[src/design/ccdo_consts.svh]
// constants for the clear, decrement and complement execute block
`ifndef CCDO_CONSTS_SVH
`define CCDO_CONSTS_SVH
`define CCDO_OP_CLEAR_ACC    14'h0103
`define CCDO_OP_CLEAR_WDOG   14'h0064
`define CCDO_OPC_DEC_FILE    6'h03
`define CCDO_OPC_COMP_FILE   6'h09
`define CCDO_OPC_MSB         13
`define CCDO_OPC_LSB         8
`define CCDO_DEST_BIT        7
`define CCDO_ADDR_MSB        6
`define CCDO_ACC_RST         8'h00
`define CCDO_WDOG_RST        8'h00
`define CCDO_PRESC_RST       8'h00
`define CCDO_ZERO_RST        1'b0
`define CCDO_STAT_RST        1'b1
`endif

[src/design/ccdo_pkg.sv]
// types for the clear, decrement and complement execute block
package ccdo_pkg;
    typedef enum logic [2:0] {
        CCDO_NONE  = 3'b000,
        CCDO_CLRA  = 3'b001,
        CCDO_CLRWD = 3'b010,
        CCDO_DEC   = 3'b011,
        CCDO_COMP  = 3'b100
    } ccdo_op_type;
endpackage

[src/design/ccdo_exec.sv]
// execute logic for clear accumulator, clear watchdog, decrement and complement
`timescale 1ns/1ps
`include "ccdo_consts.svh"

module ccdo_exec
    import ccdo_pkg::*;
#(
    parameter int DATA_W  = 8,
    parameter int ADDR_W  = 7,
    parameter int WDOG_W  = 8,
    parameter int PRESC_W = 8
) (
    // clock and reset
    input  wire logic                clk,
    input  wire logic                rst,
    // instruction
    input  wire logic                instr_valid,
    input  wire logic [13:0]         instr,
    // file register read data for the addressed location
    input  wire logic [DATA_W-1:0]   file_rdata,
    // watchdog ticks
    input  wire logic                presc_tick,
    input  wire logic                wdog_tick,
    // file register write port
    output logic                     file_we_q,
    output logic [ADDR_W-1:0]        file_waddr_q,
    output logic [DATA_W-1:0]        file_wdata_q,
    // core state
    output logic [DATA_W-1:0]        acc_q,
    output logic                     zero_flag_q,
    output logic                     timeout_status_bit_q,
    output logic                     powerdown_status_bit_q,
    output logic [WDOG_W-1:0]        watchdog_counter_q,
    output logic [PRESC_W-1:0]       presc_q
);

    // ----------------------------------------
    // parameter check
    // ----------------------------------------
    if (DATA_W != 8 || ADDR_W != 7 || WDOG_W < 1 || PRESC_W < 1) begin : g_param_check
        $error("ccdo_exec: unsupported parameter values");
    end

    // ----------------------------------------
    // decode
    // ----------------------------------------
    function automatic ccdo_op_type decode_op(input logic [13:0] iw);
        if (iw == `CCDO_OP_CLEAR_ACC) begin
            decode_op = CCDO_CLRA;
        end else if (iw == `CCDO_OP_CLEAR_WDOG) begin
            decode_op = CCDO_CLRWD;
        end else if (iw[`CCDO_OPC_MSB:`CCDO_OPC_LSB] == `CCDO_OPC_DEC_FILE) begin
            decode_op = CCDO_DEC;
        end else if (iw[`CCDO_OPC_MSB:`CCDO_OPC_LSB] == `CCDO_OPC_COMP_FILE) begin
            decode_op = CCDO_COMP;
        end else begin
            decode_op = CCDO_NONE;
        end
    endfunction

    function automatic logic is_file_op(input ccdo_op_type o);
        is_file_op = (o == CCDO_DEC) || (o == CCDO_COMP);
    endfunction

    ccdo_op_type              op;
    logic [DATA_W-1:0]        result;
    logic                     dest;

    always_comb begin
        op     = instr_valid ? decode_op(instr) : CCDO_NONE;
        dest   = instr[`CCDO_DEST_BIT];
        result = '0;
        case (op)
            CCDO_DEC:  result = file_rdata - DATA_W'(1);
            CCDO_COMP: result = ~file_rdata;
            default:   result = '0;
        endcase
    end

    // ----------------------------------------
    // accumulator and zero flag
    // ----------------------------------------
    always_ff @(posedge clk) begin
        if (rst) begin
            acc_q       <= `CCDO_ACC_RST;
            zero_flag_q <= `CCDO_ZERO_RST;
        end else begin
            case (op)
                CCDO_CLRA: begin
                    acc_q       <= `CCDO_ACC_RST;
                    zero_flag_q <= 1'b1;
                end
                CCDO_DEC, CCDO_COMP: begin
                    if (!dest) begin
                        acc_q <= result;
                    end
                    zero_flag_q <= (result == '0);
                end
                default: begin
                end
            endcase
        end
    end

    // ----------------------------------------
    // file write back
    // ----------------------------------------
    always_ff @(posedge clk) begin
        if (rst) begin
            file_we_q    <= 1'b0;
            file_waddr_q <= '0;
            file_wdata_q <= '0;
        end else begin
            file_we_q    <= is_file_op(op) && dest;
            file_waddr_q <= instr[`CCDO_ADDR_MSB:0];
            file_wdata_q <= result;
        end
    end

    // ----------------------------------------
    // watchdog and status bits
    // ----------------------------------------
    always_ff @(posedge clk) begin
        if (rst) begin
            watchdog_counter_q <= WDOG_W'(`CCDO_WDOG_RST);
            presc_q            <= PRESC_W'(`CCDO_PRESC_RST);
        end else if (op == CCDO_CLRWD) begin
            watchdog_counter_q <= WDOG_W'(`CCDO_WDOG_RST);
            presc_q            <= PRESC_W'(`CCDO_PRESC_RST);
        end else begin
            if (presc_tick) begin
                presc_q <= presc_q + PRESC_W'(1);
            end
            if (wdog_tick) begin
                watchdog_counter_q <= watchdog_counter_q + WDOG_W'(1);
            end
        end
    end

    always_ff @(posedge clk) begin
        if (rst) begin
            timeout_status_bit_q   <= `CCDO_STAT_RST;
            powerdown_status_bit_q <= `CCDO_STAT_RST;
        end else if (op == CCDO_CLRWD) begin
            timeout_status_bit_q   <= 1'b1;
            powerdown_status_bit_q <= 1'b1;
        end
    end

    // ----------------------------------------
    // assertions
    // ----------------------------------------
    a_clra_zero: assert property (@(posedge clk) disable iff (rst)
        instr_valid && instr == `CCDO_OP_CLEAR_ACC |=> acc_q == '0 && zero_flag_q)
        else $error("clear accumulator did not zero acc and set zero");
    a_clrwd_cnt: assert property (@(posedge clk) disable iff (rst)
        instr_valid && instr == `CCDO_OP_CLEAR_WDOG |=>
        watchdog_counter_q == '0 && presc_q == '0)
        else $error("clear watchdog did not zero counters");
    a_clrwd_stat: assert property (@(posedge clk) disable iff (rst)
        instr_valid && instr == `CCDO_OP_CLEAR_WDOG |=>
        timeout_status_bit_q && powerdown_status_bit_q && $stable(zero_flag_q) && $stable(acc_q))
        else $error("clear watchdog status effect wrong");
    a_wdog_count: assert property (@(posedge clk) disable iff (rst)
        op != CCDO_CLRWD && wdog_tick |=>
        watchdog_counter_q == $past(watchdog_counter_q) + WDOG_W'(1))
        else $error("watchdog counter did not count");
    a_presc_count: assert property (@(posedge clk) disable iff (rst)
        op != CCDO_CLRWD && presc_tick |=>
        presc_q == $past(presc_q) + PRESC_W'(1))
        else $error("prescaler did not count");

    // ----------------------------------------
    // assertions: file ops and idle
    // ----------------------------------------
    a_dec_value: assert property (@(posedge clk) disable iff (rst)
        op == CCDO_DEC |=> zero_flag_q == ($past(file_rdata) == 8'h01))
        else $error("decrement zero flag wrong");
    a_comp_value: assert property (@(posedge clk) disable iff (rst)
        op == CCDO_COMP && !dest |=> acc_q == ~$past(file_rdata) && zero_flag_q == (acc_q == '0))
        else $error("complement result wrong");
    a_dest_file: assert property (@(posedge clk) disable iff (rst)
        (op == CCDO_DEC || op == CCDO_COMP) && dest |=> file_we_q && $stable(acc_q))
        else $error("destination one did not write file");
    a_dest_acc: assert property (@(posedge clk) disable iff (rst)
        (op == CCDO_DEC || op == CCDO_COMP) && !dest |=> !file_we_q)
        else $error("destination zero wrote file");
    a_addr_field: assert property (@(posedge clk) disable iff (rst)
        op == CCDO_DEC && dest |=> file_waddr_q == $past(instr[6:0])
        && file_wdata_q == $past(file_rdata) - 8'h01)
        else $error("file write address or data wrong");
    a_dec_acc: assert property (@(posedge clk) disable iff (rst)
        op == CCDO_DEC && !dest |=> acc_q == $past(file_rdata) - 8'h01)
        else $error("decrement to accumulator wrong");
    a_comp_file: assert property (@(posedge clk) disable iff (rst)
        op == CCDO_COMP && dest |=> file_we_q && file_wdata_q == ~$past(file_rdata))
        else $error("complement write back wrong");
    a_comp_zero: assert property (@(posedge clk) disable iff (rst)
        op == CCDO_COMP |=> zero_flag_q == ($past(file_rdata) == 8'hff))
        else $error("complement zero flag wrong");
    a_we_only_file: assert property (@(posedge clk) disable iff (rst)
        !(is_file_op(op) && dest) |=> !file_we_q)
        else $error("file write without file destination");
    a_idle_quiet: assert property (@(posedge clk) disable iff (rst)
        op == CCDO_NONE |=> $stable(acc_q) && $stable(zero_flag_q))
        else $error("undecoded word changed accumulator or zero flag");

    // ----------------------------------------
    // cover points
    // ----------------------------------------
    c_clra:  cover property (@(posedge clk) disable iff (rst) op == CCDO_CLRA);
    c_clrwd: cover property (@(posedge clk) disable iff (rst) op == CCDO_CLRWD);
    c_dec_z: cover property (@(posedge clk) disable iff (rst) op == CCDO_DEC && result == '0);
    c_comp_f: cover property (@(posedge clk) disable iff (rst) op == CCDO_COMP && dest);
    c_dec_a: cover property (@(posedge clk) disable iff (rst) op == CCDO_DEC && !dest);

endmodule // ccdo_exec

[config.mk]
export PLATFORM = sky130hd
export DESIGN_NAME = ccdo_exec
export DESIGN_NICKNAME = d
export VERILOG_FILES = /design/src/design/ccdo_pkg.sv /design/src/design/ccdo_exec.sv
export VERILOG_INCLUDE_DIRS = /design/src /design/src/design
export SDC_FILE = /design/constraint.sdc
export NUM_CORES = 1
export LEC_CHECK = 0
export BUFFER_PORTS_ARGS = -buffer_cell sky130_fd_sc_hd__buf_2
export CAP_MARGIN = 10
export CORE_ASPECT_RATIO = 0.7
export CORE_MARGIN = 3
export CORE_UTILIZATION = 45
export CTS_BUF_LIST = sky130_fd_sc_hd__clkbuf_4
export DETAILED_ROUTE_END_ITERATION = 10
export GPL_TIMING_DRIVEN = 0
export PLACE_DENSITY_LB_ADDON = 0.15
export SLEW_MARGIN = 10
export SYNTH_ARGS = -nofsm -noshare
export SYNTH_HDL_FRONTEND = slang
export SYNTH_SLANG_ARGS = --single-unit
[constraint.sdc]
create_clock -name clk -period 2.8 [get_ports clk]
set_input_delay 0.84 -clock clk [delete_from_list [all_inputs] [get_ports clk]]
set_output_delay 0.84 -clock clk [all_outputs]
set_load 0.02 [all_outputs]
==> results of run 1 <==
-- power by group --
group | switching [W] | internal, W
Combinational | 0.0000769 | 0.0000515
Sequential | 0.00000858 | 0.000595
Clock | 0.000171 | 0.000101
Total | 0.000257 | 0.000748
-- logic make-up after synthesis --
family	count (synthesis)	share of synthesized area, %
AOI/OAI and AO/OA	28	11.6
xor gates and xnor gates	17	8.40
adders and majority gates	3	2.12
buffers and inverters	12	3.46
DFF	41	46.3
muxes	2	1.13
other	1	0.212
and+or+nand+nor	89	26.7
-- worst paths after layout --
check | endpoint | slack [ns] | cells past startpoint
max | watchdog_counter_q[0] | 0.41 | 6
min | acc_q[6] | 0.51 | 2
max reg2reg | presc_q[7] | 1.53 | 5
min reg2reg | acc_q[6] | 0.51 | 2
-- state kept, by name, summed over array words and instances, names as in the netlist --
register / flops
presc_q: 8
watchdog_counter_q: 8
zero_flag_q: 1
acc_q: 8
file_waddr_q: 7
file_wdata_q: 8
file_we_q: 1
-- through the flow --
stage	hold WS (ns)	cell area, µm²	instances	power (W)	utilization (%)
after detailed placement	0.497	2160	308	0.000745	59.2
final	0.510	2210	315	0.00100	60.5
after CTS	0.513	2210	315	0.00102	60.5
after global placement	0.489	2160	308	0.000743	59.2
after floorplan	0.568	1780	194	0.000694	-
after global routing	0.526	2210	315	0.00106	60.5
-- layout make-up --
cell class	instances	area (µm²)
Fill cell	330	1440
Clock inverter	1	3.75
Multi-Input combinational cell	141	895
Sequential cell	41	821
Timing Repair Buffer	64	320
Inverter	2	7.51
Clock buffer	6	45.0
Tap cell	50	62.6
Buffer	10	53.8
-- metal layers --
layer	global-route usage, %	part of all wire [%]
met1	25.1	51
met2	23.6	38
met3	5.50	9.7
met4	5.06	0.74
met5	0	0
-- critical path: stages --
cell and delay [ns]:
buf_2 0.10, nor4_1 0.46, nand4_1 0.15, o21bai_1 0.52, clkbuf_1 0.43, nor2_1 0.10
-- cells in the mapped netlist (all sizes together), types with 4 or more instances --
cell type / number
xor2: 10
a21o: 8
nor2: 37
nor2b: 9
buf: 4
nand2: 7
a211oi: 4
a21oi: 6
nor3b: 8
nand4: 7
xnor2: 7
clkbuf: 6
nand3: 4
dfxtp: 41
==> impl_results.md, run 1 <==
* Via count at between 1500 and 2000
* Fin crit share at between 80 and 90%
* RSZ-0062 raised after global routing: false
* Flop and latch count out of synthesis at slightly above 40
* Most frequent cells in the layout: buf_2, dfxtp_1, nor2_1, xor2_1, nor2b_1
* Ys async rst share at 0%
* Top post-synthesis cells by area: dfxtp_1, nor2_1, xor2_1, xnor2_1, a21o_1
* Sink Count at 41
* Layout cells sized above 1 at between 30% and 40%
* Final GP Congestion at about 0.83
* Rows at 18
* Yosys top cell by area: dfxtp_1
* Via density at around 5.0
* CP required at ~3.0 ns
* Setup total negative slack at 0 ns
* # port buffers at 64
* Endpoints failing setup at 0
* CP max FO at 10
* Max-slew violation count at 0
* Yosys cell types at 43
* Highest Clock Rate at around 420 MHz
* Commonest non-fill, non-tap cell in the layout: buf_2
* Hold Fails Final Rpt at 0
* Hold Startpoint: acc_q[6]
* Die Footprint at approximately 4700 µm²
* Die H at 58.5 µm
* Worst hold path type: reg2reg
* Startpoint Class: input port
* CP Data Arrival Time at between 2 and 3 ns
* Clock Latency Late Sink at roughly 0.33 ns
* First-pass detailed-route iteration total at 4
* Initial antenna violation count at 0
* Final setup margin at roughly 0.41 ns
* Crit path kind: in2reg
* Post-Route WL at 4.07 mm
* Number of flops mapped to enable cells by yosys at 0
* Synth Area per Inst at roughly 9 µm²
* Total track usage at 17.0%
* ANT nets after route at 0
* Place WS at 0.0352 ns
* Main synth FF type: dfxtp_1
* # hold bufs at CTS at 0
* CP startpoint: instr[3]
* CTS tree: done
* Gates resized, CTS repair at 0
* Pleak at between 1 and 1.5 nW
* Vias in the first global route at ~1300
* Sequential share of the synthesized area at 46.3%
* Synth warn at 0
* Worst r2r src: presc_q[2]
* Max_slew headroom at 59.8%
* Layout area overhead at 24.6%
* Status: finished, final reports clean
* Yosys top cell area share at 46.3%
* Starting Density at 48.6%
* Synth Cell Area at about 1800 µm²
* Final Skew at about 0.0033 ns
* PD cells at 455 nW/µm²
* Routed length per placed instance at between 10 and 15 µm
* GRT overflow at 0
* Setup crit end kind: flip-flop
* First-pass GRT wire length at a little over 6 mm
* Clock Path Buffers at 2
* Antenna diodes at 0
* H-tree Lvls at 2
* Max cap viols at 0
* Crit path time final at roughly 2.4 ns
* Root buf cell: clkbuf_4
* Worst slew pin tran at roughly 0.6 ns
* IO Pins at 70
* CTS clk-pin slew, worst paths at roughly 0.11 ns
* Number of remaining DRC errors at 0
* DP HPWL at 3.09 mm
* Cts bufs inserted at 5
* Post-CTS setup buffers at 0
* Die Wd at between 80 and 90 µm
* First DRT Iteration DRCs at 78
* Final Net Count at 295
* VDD IR max at between 0.2 and 0.3 mV
* Syn Inst Count at 193
* Largest net degree at the start of global routing at 12
* Core area at 3650 µm²
No activity file was read; power rests on OpenSTA's default activity.
==> run 2, diff against run 1 <==
--- a/config.mk
+++ b/config.mk
@@ -10,7 +10,7 @@
 export CAP_MARGIN = 10
 export CORE_ASPECT_RATIO = 0.7
 export CORE_MARGIN = 3
-export CORE_UTILIZATION = 45
+export CORE_UTILIZATION = 49
 export CTS_BUF_LIST = sky130_fd_sc_hd__clkbuf_4
 export DETAILED_ROUTE_END_ITERATION = 10
 export GPL_TIMING_DRIVEN = 0
==> impl_results.md, run 2 (same netlist as run 1, synthesis figures left out) <==
* Status: finished, final reports clean (unchanged)
* Final hold slack at 0.530 ns (was 0.510 ns)
* Pleak at 1.07 nW (was 1.06 nW)
* Die H at 56.3 µm (was 58.5 µm)
* Largest net degree at the start of global routing at 13 (was 12)
* Worst r2r src: presc_q[2] (unchanged)
* Met1 wire length at 2.00 mm (was 2.08 mm)
* Top routing layer in use: met4 (unchanged)
* First DRT Iteration DRCs at 70 (was 78)
* Clock Latency Late Sink at 0.34 ns (was 0.33 ns)
* Gates resized, CTS repair at 0 (unchanged)
* Crit path kind: in2reg (unchanged)
* Rows at 17 (was 18)
* H-tree Lvls at 2 (unchanged)
* First-pass detailed-route iteration total at 4 (unchanged)
* Cts bufs inserted at 5 (unchanged)
* Fill count at 269 (was 330)
* WL met3 at 417 µm (was 394 µm)
* WL met2 at 1.67 mm (was 1.57 mm)
* Die Wd at 77.9 µm (was 81.0 µm)
* Antenna diodes at 0 (unchanged)
* Die Footprint at 4390 µm² (was 4740 µm²)
* Worst hold path type: reg2reg (unchanged)
* CTS tree: done (unchanged)
* Most frequent cells in the layout: buf_2, dfxtp_1, nor2_1, xor2_1, nor2b_1 (unchanged)
* Tot Pwr at 0.00110 W (was 0.00100 W)
* ANT nets after route at 0 (unchanged)
* Max incr delay on CP at 0.54 ns (was 0.52 ns)
* Core area at 3300 µm² (was 3650 µm²)
* Hold Fails Final Rpt at 0 (unchanged)
* # hold bufs at CTS at 0 (unchanged)
* DP HPWL at 3.15 mm (was 3.09 mm)
* Sink Count at 41 (unchanged)
* Root buf cell: clkbuf_4 (unchanged)
* Post-Route WL at 4.14 mm (was 4.07 mm)
* Endpoints failing setup at 0 (unchanged)
* Setup crit end kind: flip-flop (unchanged)
* Commonest non-fill, non-tap cell in the layout: buf_2 (unchanged)
* Fin crit share at 86.5% (was 85.3%)
* IO Pins at 70 (unchanged)
* DP Cell Count at 305 (was 308)
* Startpoint Class: input port (unchanged)
* CP max-delay cell: o21bai_1 (unchanged)
* Post-CTS setup buffers at 0 (unchanged)
* CTS clk-pin slew, worst paths at 0.12 ns (was 0.11 ns)
* RSZ-0062 raised after global routing: false (unchanged)
* VDD IR max at 0.369 mV (was 0.251 mV)
* CP required at 3.03 ns (was 3.02 ns)
* Critical-path cell list: buf_2 -> nor4_1 -> nand4_1 -> o21bai_1 -> clkbuf_1 -> nor2_1 (unchanged)
* Worst slew pin tran at 0.628 ns (was 0.601 ns)
* GRT overflow at 0 (unchanged)
* CP max FO at 10 (unchanged)
* Via count at 1643 (was 1589)
* Final GP Congestion at 0.892 (was 0.827)
* Max-slew violation count at 0 (unchanged)
* Layout cells sized above 1 at 30.6% (was 30.2%)
* Layout area overhead at 25.7% (was 24.6%)
* Final Net Count at 295 (unchanged)
* Setup total negative slack at 0 ns (unchanged)
* Initial antenna violation count at 0 (unchanged)
* Starting Density at 53.8% (was 48.6%)
* CP Data Arrival Time at 2.65 ns (was 2.60 ns)
* Total track usage at 19.0% (was 17.0%)
* Max_slew headroom at 58.1% (was 59.8%)
* Routed length per placed instance at 13.3 µm (was 12.9 µm)
* CP startpoint: instr[3] (unchanged)
* Vias in the first global route at 1420 (was 1327)
* Crit path time final at 2.42 ns (was 2.39 ns)
* Fin cells at 312 (was 315)
* Final Skew at 0.00572 ns (was 0.00328 ns)
* Max cap viols at 0 (unchanged)
* Hold Startpoint: presc_q[7] (was acc_q[6])
* First-pass GRT wire length at 6.60 mm (was 6.19 mm)
* Fin util at 67.6% (was 60.5%)
* Via density at 5.27 (was 5.04)
* Highest Clock Rate at 413 MHz (was 419 MHz)
* # port buffers at 64 (unchanged)
* Number of remaining DRC errors at 0 (unchanged)
* Clock Path Buffers at 2 (unchanged)
* PD cells at 492 nW/µm² (was 455 nW/µm²)
-- run 2: cell types whose count changed in the layout (fill, tap and decap cells not counted) --
cell,previous run,this run
bufinv_16,0,1
clkbuf_4,6,5
clkinv_1,1,0
clkinv_2,0,1
-- run 2: where the power goes --
part	switching, W	internal (W)
Combinational	0.0000774	0.0000514
Sequential	0.00000881	0.000595
Clock	0.000181	0.000182
Total	0.000267	0.000829
-- run 2: metrics by stage --
step,cell area [µm²],setup slack [ns]
CTS,2230,0.386
finish,2230,0.379
global placement,2160,0.0428
floorplan,1780,0.440
detailed placement,2160,0.0326
global route,2230,0.176
-- run 2: final cells by class --
cell class / instances / area, µm² / area share (%)
clock buffer: 5 / 37.5 / 1.68
timing repair buffer: 64 / 320 / 14.4
tap: 47 / 58.8 / 2.64
buffer: 10 / 53.8 / 2.41
clock inverter: 2 / 35.0 / 1.57
multi-input combinational: 141 / 895 / 40.1
sequential: 41 / 821 / 36.8
inverter: 2 / 7.51 / 0.337
-- run 2: final timing paths --
check | end | slack (ns) | cells after the start
setup / recovery | watchdog_counter_q[4] | 0.38 | 6
hold / removal | presc_q[7] | 0.53 | 2
setup reg to reg | presc_q[7] | 1.53 | 5
hold reg to reg | presc_q[7] | 0.53 | 2
-- run 2: critical path, delay by kind of cell --
kind                   cells  cell delay, ns
buffers and inverters      2            0.50
AO/OA/AOI/OAI              1            0.54
AND/OR/NAND/NOR            3            0.76
-- run 2: layer usage --
layer  vias to the layer above  global-route usage [%]
met5                         -                       0
met3                         8                    6.09
met1                       745                    27.4
met4                         0                    5.99
li1                        814                       -
met2                        76                    26.7
